**src/bdmm_pkg.sv**
```systemverilog
// package of constants and carrier types for the banked data memory map
// assumes the core presents one access per clock, byte wide
// Operation
// - data memory is volatile byte-wide ram
// - special registers 00h-7fh reached in bank 0
// - bank 1 address 40h is nonvolatile control
// - 128 ram bytes at 80h-ffh bank 0
// - bank pointer selects the accessed bank
// - unused special addresses read as zero
// - protected special registers ignore writes
// - ram supports byte and single-bit operations
// - pointer bit 0 selects bank, others zero
// - direct accesses always reach bank 0
// - reset clears bank except watchdog power-down
// - bank 1 only via indirect pointer path
package bdmm_pkg;
  localparam int unsigned ADDR_W = 8;
  localparam int unsigned DATA_W = 8;
  localparam int unsigned RAM_DEPTH = 128;
  localparam int unsigned RAM_AW = 7;
  localparam logic [7:0] GP_BASE = 8'h80;
  localparam logic [7:0] NV_CTRL_ADDR = 8'h40;
  localparam logic [7:0] BANK_PTR_ADDR = 8'h04;
  localparam logic [7:0] IND_WIN_ADDR = 8'h02;
  localparam logic [7:0] IND_PTR_ADDR = 8'h03;
  localparam logic [7:0] RO_STAT_ADDR = 8'h05;
  localparam logic [7:0] SCRATCH_ADDR = 8'h06;
  localparam logic [7:0] ZERO_BYTE = 8'h00;
  localparam logic [7:0] NV_CTRL_RST = 8'h00;
  localparam logic [7:0] IND_PTR_RST = 8'h00;
  localparam logic [7:0] SCRATCH_RST = 8'h00;
  localparam int unsigned BANK_BIT = 0;

  typedef enum logic [3:0] {
    BDMM_OP_NONE = 4'h1,
    BDMM_OP_WRITE = 4'h2,
    BDMM_OP_BSET = 4'h4,
    BDMM_OP_BCLR = 4'h8
  } bdmm_op_t;

  // one core access; addr equal to IND_WIN_ADDR marks use of the any-bank window
  typedef struct packed {
    logic rd;
    bdmm_op_t op;
    logic [ADDR_W-1:0] addr;
    logic [DATA_W-1:0] wdata;
    logic [2:0] bit_sel;
  } bdmm_req_t;

  // merge a byte with a write, bit-set or bit-clear
  function automatic logic [7:0] bdmm_apply(input bdmm_op_t op, input logic [7:0] old,
                                            input logic [7:0] wd, input logic [2:0] b);
    logic [7:0] m;
    m = 8'h01 << b;
    case (op)
      BDMM_OP_WRITE: bdmm_apply = wd;
      BDMM_OP_BSET: bdmm_apply = old | m;
      BDMM_OP_BCLR: bdmm_apply = old & ~m;
      default: bdmm_apply = old;
    endcase
  endfunction : bdmm_apply
endpackage : bdmm_pkg

```
**src/bdmm_map.sv**
```systemverilog
// banked data memory map: decode of special area, ram and bank pointer
// assumes a core that issues one access per cycle; read data one cycle later
`timescale 1ns/10ps
module bdmm_map (
  input wire logic core_clk_i,
  input wire logic rst_n_i,
  input wire logic wdt_pd_reset_i,
  input wire logic req_valid_i,
  input wire bdmm_pkg::bdmm_req_t req_i,
  input wire logic [bdmm_pkg::DATA_W-1:0] ro_status_i,
  output logic [bdmm_pkg::DATA_W-1:0] rdata_o,
  output logic rvalid_o,
  output logic bank_sel_o,
  output logic [bdmm_pkg::DATA_W-1:0] nv_ctrl_o
);
  import bdmm_pkg::*;

  logic bank_select_bit_reg;
  logic [7:0] indirect_pointer_any_bank_reg;
  logic [7:0] nonvolatile_access_control_reg;
  logic [7:0] scratch_reg;
  logic [7:0] eff_addr;
  logic eff_bank;
  logic is_ind;
  logic hit_gp;
  logic hit_nv;
  logic hit_bp;
  logic hit_mp;
  logic hit_ro;
  logic hit_sc;
  logic do_wr;
  logic [7:0] sfr_rd;
  logic [7:0] old_byte;
  logic [7:0] ram_q;
  logic [7:0] sfr_rd_reg;
  logic gp_rd_reg;
  logic ram_we;
  logic [7:0] ram_wd;
  logic [7:0] bank_ptr_next;
  logic wb_we_reg;
  logic [RAM_AW-1:0] wb_addr_reg;
  bdmm_op_t wb_op_reg;
  logic [7:0] wb_wdata_reg;
  logic [2:0] wb_bit_reg;
  logic byp_hit_reg;
  logic [7:0] byp_data_reg;

  // indirect window redirects through the pointer, bank from bank pointer
  always_comb begin
    is_ind = (req_i.addr == IND_WIN_ADDR);
    eff_addr = is_ind ? indirect_pointer_any_bank_reg : req_i.addr;
    eff_bank = is_ind ? bank_select_bit_reg : 1'b0;
    do_wr = req_valid_i && (req_i.op != BDMM_OP_NONE);
  end

  // address decode
  always_comb begin
    hit_gp = 1'b0;
    hit_nv = 1'b0;
    hit_bp = 1'b0;
    hit_mp = 1'b0;
    hit_ro = 1'b0;
    hit_sc = 1'b0;
    if (is_ind && eff_addr == IND_WIN_ADDR) begin
      hit_gp = 1'b0; // window via itself reads zero
    end else if (eff_bank) begin
      hit_nv = (eff_addr == NV_CTRL_ADDR);
    end else if (eff_addr >= GP_BASE) begin
      hit_gp = 1'b1;
    end else if (eff_addr == BANK_PTR_ADDR) begin
      hit_bp = 1'b1;
    end else if (eff_addr == IND_PTR_ADDR) begin
      hit_mp = 1'b1;
    end else if (eff_addr == RO_STAT_ADDR) begin
      hit_ro = 1'b1;
    end else if (eff_addr == SCRATCH_ADDR) begin
      hit_sc = 1'b1;
    end
  end

  // special register read mux, unused reads zero
  always_comb begin
    sfr_rd = ZERO_BYTE;
    if (hit_bp) begin
      sfr_rd = {7'h00, bank_select_bit_reg};
    end else if (hit_mp) begin
      sfr_rd = indirect_pointer_any_bank_reg;
    end else if (hit_ro) begin
      sfr_rd = ro_status_i;
    end else if (hit_sc) begin
      sfr_rd = scratch_reg;
    end else if (hit_nv) begin
      sfr_rd = nonvolatile_access_control_reg;
    end
  end

  // ram request; the byte is merged one cycle later, once its old value is read
  always_comb begin
    ram_we = do_wr && hit_gp;
    old_byte = byp_hit_reg ? byp_data_reg : ram_q; // a write landed on the byte just read
    ram_wd = bdmm_apply(wb_op_reg, old_byte, wb_wdata_reg, wb_bit_reg);
    bank_ptr_next = bdmm_apply(req_i.op, {7'h00, bank_select_bit_reg}, req_i.wdata,
                               req_i.bit_sel);
  end

  // pending ram write, applied at the edge after the request
  always_ff @(posedge core_clk_i) begin
    if (!rst_n_i) begin
      wb_we_reg <= 1'b0;
      wb_addr_reg <= '0;
      wb_op_reg <= BDMM_OP_NONE;
      wb_wdata_reg <= ZERO_BYTE;
      wb_bit_reg <= 3'h0;
    end else begin
      wb_we_reg <= ram_we;
      wb_addr_reg <= eff_addr[RAM_AW-1:0];
      wb_op_reg <= req_i.op;
      wb_wdata_reg <= req_i.wdata;
      wb_bit_reg <= req_i.bit_sel;
    end
  end

  // forward a write that lands while the same byte is read, for back-to-back access
  always_ff @(posedge core_clk_i) begin
    if (!rst_n_i) begin
      byp_hit_reg <= 1'b0;
      byp_data_reg <= ZERO_BYTE;
    end else begin
      byp_hit_reg <= wb_we_reg && (wb_addr_reg == eff_addr[RAM_AW-1:0]);
      byp_data_reg <= ram_wd;
    end
  end

  bdmm_ram u_ram (
    .core_clk_i(core_clk_i),
    .we_i(wb_we_reg),
    .waddr_i(wb_addr_reg),
    .wdata_i(ram_wd),
    .raddr_i(eff_addr[RAM_AW-1:0]),
    .rdata_o(ram_q)
  );

  // bank pointer, kept through watchdog power-down reset
  always_ff @(posedge core_clk_i) begin
    if (wdt_pd_reset_i) begin
      bank_select_bit_reg <= bank_select_bit_reg;
    end else if (!rst_n_i) begin
      bank_select_bit_reg <= 1'b0;
    end else if (do_wr && hit_bp) begin
      bank_select_bit_reg <= bank_ptr_next[BANK_BIT];
    end
  end

  // pointer, scratch and nonvolatile control; read-only and unused ignore writes
  always_ff @(posedge core_clk_i) begin
    if (!rst_n_i) begin
      indirect_pointer_any_bank_reg <= IND_PTR_RST;
      scratch_reg <= SCRATCH_RST;
      nonvolatile_access_control_reg <= NV_CTRL_RST;
    end else if (do_wr) begin
      if (hit_mp) begin
        indirect_pointer_any_bank_reg <= bdmm_apply(req_i.op, indirect_pointer_any_bank_reg,
                                                    req_i.wdata, req_i.bit_sel);
      end
      if (hit_sc) begin
        scratch_reg <= bdmm_apply(req_i.op, scratch_reg, req_i.wdata, req_i.bit_sel);
      end
      if (hit_nv) begin
        nonvolatile_access_control_reg <= bdmm_apply(req_i.op,
          nonvolatile_access_control_reg, req_i.wdata, req_i.bit_sel);
      end
      // hit_ro and unused addresses fall through untouched
    end
  end

  // read pipeline stage
  always_ff @(posedge core_clk_i) begin
    if (!rst_n_i) begin
      rvalid_o <= 1'b0;
      sfr_rd_reg <= ZERO_BYTE;
      gp_rd_reg <= 1'b0;
    end else begin
      rvalid_o <= req_valid_i && req_i.rd;
      sfr_rd_reg <= sfr_rd;
      gp_rd_reg <= hit_gp;
    end
  end

  // visible state outputs
  always_ff @(posedge core_clk_i) begin
    if (!rst_n_i) begin
      bank_sel_o <= 1'b0;
      nv_ctrl_o <= NV_CTRL_RST;
    end else begin
      bank_sel_o <= bank_select_bit_reg;
      nv_ctrl_o <= nonvolatile_access_control_reg;
    end
  end

  assign rdata_o = gp_rd_reg ? old_byte : sfr_rd_reg;

  // assertions
  AST_RO_HOLD: assert property (@(posedge core_clk_i) disable iff (!rst_n_i)
    do_wr && (hit_ro || !(hit_gp || hit_bp || hit_mp || hit_sc || hit_nv))
    |=> $stable(indirect_pointer_any_bank_reg) && $stable(scratch_reg)
    && $stable(nonvolatile_access_control_reg) && $stable(bank_select_bit_reg) && !wb_we_reg)
    else $error("write to protected or unused address changed state");
  AST_RAM_FWD: assert property (@(posedge core_clk_i) disable iff (!rst_n_i)
    ram_we && req_i.op == BDMM_OP_WRITE ##1 req_valid_i && req_i.rd && hit_gp
    && eff_addr == $past(eff_addr) |=> rdata_o == $past(req_i.wdata, 2))
    else $error("ram write not seen by following read");
  AST_BP_RESET: assert property (@(posedge core_clk_i)
    !rst_n_i && !wdt_pd_reset_i |=> bank_select_bit_reg == 1'b0)
    else $error("bank not cleared by reset");
  AST_BP_WDT: assert property (@(posedge core_clk_i)
    wdt_pd_reset_i |=> $stable(bank_select_bit_reg))
    else $error("bank changed by watchdog power-down reset");
  AST_DIRECT_B0: assert property (@(posedge core_clk_i) disable iff (!rst_n_i)
    do_wr && !is_ind && req_i.addr == NV_CTRL_ADDR |=> $stable(nonvolatile_access_control_reg))
    else $error("direct access left bank 0");
  AST_BP_READ: assert property (@(posedge core_clk_i) disable iff (!rst_n_i)
    req_valid_i && req_i.rd && hit_bp |=> rvalid_o && rdata_o[7:1] == 7'h00)
    else $error("bank pointer upper bits nonzero");
  AST_UNUSED_ZERO: assert property (@(posedge core_clk_i) disable iff (!rst_n_i)
    req_valid_i && req_i.rd && !(hit_gp || hit_bp || hit_mp || hit_ro || hit_sc || hit_nv)
    |=> rdata_o == ZERO_BYTE)
    else $error("unused address read nonzero");
  AST_NV_WRITE: assert property (@(posedge core_clk_i) disable iff (!rst_n_i)
    req_valid_i && req_i.op == BDMM_OP_WRITE && hit_nv
    |=> nonvolatile_access_control_reg == $past(req_i.wdata))
    else $error("nonvolatile control write lost");
  AST_NV_ONLY_B1: assert property (@(posedge core_clk_i) disable iff (!rst_n_i)
    hit_nv |-> is_ind && bank_select_bit_reg)
    else $error("bank 1 reached without indirect path");
  AST_MP_WRITE: assert property (@(posedge core_clk_i) disable iff (!rst_n_i)
    req_valid_i && req_i.op == BDMM_OP_WRITE && hit_mp
    |=> indirect_pointer_any_bank_reg == $past(req_i.wdata))
    else $error("pointer write lost");
  COV_IND_B1: cover property (@(posedge core_clk_i) req_valid_i && hit_nv);
  COV_GP_BSET: cover property (@(posedge core_clk_i) ram_we && req_i.op == BDMM_OP_BSET);
  COV_WDT_KEEP: cover property (@(posedge core_clk_i) wdt_pd_reset_i && bank_select_bit_reg);
  COV_B2B_FWD: cover property (@(posedge core_clk_i) byp_hit_reg && gp_rd_reg);
endmodule : bdmm_map

```
**src/bdmm_ram.sv**
```systemverilog
// general purpose ram, 128 bytes, registered read data
// assumes read and write never target the same cycle result
`timescale 1ns/10ps
module bdmm_ram (
  input wire logic core_clk_i,
  input wire logic we_i,
  input wire logic [bdmm_pkg::RAM_AW-1:0] waddr_i,
  input wire logic [bdmm_pkg::DATA_W-1:0] wdata_i,
  input wire logic [bdmm_pkg::RAM_AW-1:0] raddr_i,
  output logic [bdmm_pkg::DATA_W-1:0] rdata_o
);
  import bdmm_pkg::*;
  logic [DATA_W-1:0] mem [RAM_DEPTH]; // volatile, no reset

  // write port
  always_ff @(posedge core_clk_i) begin
    if (we_i) begin
      mem[waddr_i] <= wdata_i;
    end
  end

  // registered read port
  always_ff @(posedge core_clk_i) begin
    rdata_o <= mem[raddr_i];
  end
endmodule : bdmm_ram
```
**config.mk**
```make
export PLATFORM = sky130hd
export DESIGN_NAME = bdmm_map
export DESIGN_NICKNAME = d
export VERILOG_FILES = /design/src/bdmm_pkg.sv /design/src/bdmm_map.sv /design/src/bdmm_ram.sv
export SDC_FILE = /design/constraint.sdc
export NUM_CORES = 1
export LEC_CHECK = 0
export ABC_AREA = 1
export BUFFER_PORTS_ARGS = -buffer_cell sky130_fd_sc_hd__buf_2
export CAP_MARGIN = 30
export CORE_UTILIZATION = 60
export DETAILED_ROUTE_END_ITERATION = 7
export MAX_ROUTING_LAYER = met4
export PLACE_DENSITY = 0.76
export RECOVER_POWER = 25
export SLEW_MARGIN = 20
export SYNTH_ARGS = -nofsm -noshare
export SYNTH_HDL_FRONTEND = slang
export SYNTH_HIERARCHICAL = 1
export SYNTH_SLANG_ARGS = --single-unit
```
**constraint.sdc**
```tcl
create_clock -name core_clk_i -period 4.8 [get_ports core_clk_i]
set_input_delay 0.24 -clock core_clk_i [delete_from_list [all_inputs] [get_ports core_clk_i]]
set_output_delay 0.24 -clock core_clk_i [all_outputs]
set_load 0.01 [all_outputs]
```
==> results.md <==
* Status: finished with violations
* Failing checks: DRC, capacitance limit, slew limit
* Number of max-cap violations at 2
* Final worst-path cycle share at 0.819
* Ys Warns at 6
* Mapped Cells at 4197
* CTS Hold Bufs at 30
* CP Launch Type: flop
* Total power draw at 21100 uW
* Vert. Die Dim at 279 um
* Initial Utilization at 0.607
* Comb power frac at 0.077
* Total setup buffers inserted after CTS at 0
* DIE AREA at 0.0780 mm2
* Syn Nets at 4233
* Reg with most FFs: u_ram/mem
* Fmax at 0.254 GHz
* Layout fillers at 5371
* DP Cell Count at 5078
* Crit Path Category: flop to flop
* 1st-iter DRT viols at 4651
* P_leak at 0.0185 uW
* Flop-to-flop setup slack at 0.87 ns
* Hold endpoint: gp_rd_reg
* Register share of total power at 0.517
* Post-Syn Area per Cell at 11.0 um2
* Dpl hpwl at 66.4 mm
* Final Instance Count excl. Fillers at 5316
* Final #Nets at 4226
* Area Overhead vs Synth at 10.1%
* Number of global-route vias before repair at 30400
* Synthesized area at 0.0461 mm2
* Final setup violation count at 0
* H-tree Lvls at 3
* Drt pass-1 iters at 8
* Clock Sinks at 1108
* Synthesized flop and latch total at 1108
* Post_cts resized at 0
* Net Sw Power at 4930 uW
* Gp weighted congestion at 0.949
* Arr. time, crit path at 4.28 ns
* Initial antenna violation count at 2
* Layout cell share with drive strength beyond 1 at 0.0656
* # rows at 101
* DRT antenna net count at 0
* Hold path startpoint: req_i[18]
* Slew Viols, Final at 66
* Crit. End Element: flop
* DR WL/cell at 22.0 um
* Worst vdd ir at 424 uV
* FF-to-FF End: u_ram/mem[40][3]
* Clock skew at 0.0345 ns
* Final wirelength at 117 mm
* Worst skew pair latency at 0.68 ns
* Slew @ Worst Pin at 2.30 ns
* CTS Buf Count at 107
* Tot GR Track Use at 0.310
* GRT Residual Overflow at 0
* Pwr per Cell Area at 416 mW/mm2
* First-pass GRT wire length at 177 mm
* Setup TNS Final at 0 ns
* Max reg flops at 1024
* Worst Hold Class: input port to flop
* Maximum clock insertion buffer count at 3
* RSZ-0062 raised after global routing: false
* CTS tree: yes
* Sw Share at 0.233
* Clock slew at the register clock pins of the worst setup and hold paths at 0.07 ns
* DRC viols at 11
* Min-Delay Path Depth at 3
* Vias per cell at 6.06
* Internal Dissipation at 16200 uW
* Root Buffer: clkbuf_16
* Via count at 32200
* Slew headroom at -0.531
* Clock Power Share at 0.406
* I/O Buffers at 53
* Critical path required time at 5.15 ns
* Post-synthesis sequential area ratio at 0.703
* Core ar. at 0.0759 mm2
* R2R Path Start: wb_op_reg[0]
* Netlist cell types at 37
* R2r worst-path depth at 6
* Die X at 279 um
* Fin. Hold Viols at 0
* I/O Pins at 54
* Worst Path Max Fanout at 60
* Tmin final at 3.93 ns
* Largest net degree at the start of global routing at 195
-- logic make-up after synthesis --
logic type	share of synthesized area
buf+inv	0.0410
compound gates	0.0143
simple gates	0.241
flops	0.703
xor+xnor	0.000190
-- final cells by class --
cell class	instances	area, um2	share of cell area
Sequential cell	1108	32400	0.639
Multi-Input combinational cell	2719	11900	0.235
Clock buffer	141	2930	0.0577
Tap cell	1030	1290	0.0254
Timing Repair Buffer	130	1020	0.0200
Clock inverter	62	686	0.0135
Inverter	124	497	0.00978
Antenna cell	2	5.00	0.0000986
-- worst max-delay path: stages (launching register included) --
cell     delay (ns)
dfxtp_1        0.33
nor4_1         1.07
or2_0          0.50
nor2_1         0.26
nand2_1        0.19
nand3_4        0.67
buf_4          0.56
-- worst max-delay path by stage --
stage                             from          endpoint  slack, ns  cells after the start
after global routing      wb_op_reg[0]  u_ram/mem[40][3]       0.55                      6
after CTS                    req_i[15]  u_ram/rdata_o[3]       1.30                     19
after floorplan           wb_op_reg[0]   u_ram/mem[0][0]       0.88                      6
after detailed placement     req_i[18]  u_ram/rdata_o[3]       1.14                     18
after global placement       req_i[18]  u_ram/rdata_o[3]       1.19                     18
final                     wb_op_reg[0]  u_ram/mem[40][3]       0.87                      6
-- cells in the final DEF (no fill, tap or decap), types with 3 or more instances in the layout --
master,synthesis,routed
a21boi_0,5,5
dfxtp_1,83,83
clkinvlp_4,0,4
nor3_1,22,22
nor2_2,3,3
dlygate4sd3_1,0,30
clkinv_2,0,25
nor2_4,3,3
inv_1,115,113
inv_2,6,6
clkinv_1,1,15
o21ai_1,3,3
nand3_4,0,8
nand4_1,4,4
o211ai_1,8,8
edfxtp_1,1025,1025
buf_2,124,33
buf_4,40,30
inv_16,0,3
or2_2,7,6
nand3_1,956,948
clkbuf_1,42,52
clkbuf_16,0,111
nor2_1,208,208
bufinv_16,0,12
nand2_1,1379,1378
a21oi_1,33,33
clkbuf_8,0,4
a31oi_1,8,8
o21ai_0,60,60
nand2_2,7,6
buf_12,0,10
-- per-stage QoR --
step	hold slack (ns)	setup WS, ns	area [um2]	util
2_1_floorplan	0.333	0.881	46100	-
3_3_place_gp	0.449	1.19	46800	0.617
3_5_place_dp	0.455	1.14	46900	0.617
4_1_cts	0.0719	1.30	50800	0.669
5_1_grt	0.166	0.549	50800	0.668
6_report	0.137	0.870	50800	0.668
-- metal layers --
layer,part of all wire,track usage
met5,0,-
met4,0.048,0.146
met3,0.11,0.0476
met2,0.47,0.475
met1,0.37,0.411
-- power groups by stage --
stage | Combinational (uW) | Clock, uW | Sequential [uW]
finish | 1630 | 8580 | 10900
CTS | 1590 | 8630 | 10900
floorplan | 949 | 0 | 11200
detailed placement | 1560 | 0 | 11100
global placement | 1530 | 0 | 11100
global route | 1750 | 8980 | 10900
-- Yosys cell counts --
cell       instances  area [um2]
dfxtp_1           83        1660
edfxtp_1        1025       30800
o22ai_1            1        6.26
a211oi_1           2        15.0
nand3_2            2        20.0
buf_2            124         621
o21ai_0           60         300
xor2_1             1        8.76
buf_1             15        56.3
buf_4             40         300
inv_4              1        6.26
nor3_1            22         110
nor2_2             3        18.8
clkinv_1           1        3.75
inv_1            115         432
clkbuf_1          42         158
nand2_4            2        22.5
a31oi_1            8        50.1
o21ai_1            3        15.0
nand4_1            4        25.0
and2_1             1        6.26
nor4_2             1        12.5
nand3_1          956        4780
buf_6             25         282
inv_8              1        11.3
a21boi_0           5        37.5
nand2_1         1379        5180
nor3_4             1        16.3
or2_2              7        43.8
o2111ai_1          1        8.76
nor2_4             3        33.8
nand2_2            7        43.8
inv_2              6        22.5
nor2_1           208         781
nand4_4            1        21.3
o211ai_1           8        60.1
a21oi_1           33         165
Power figures use the tool's default switching activity.
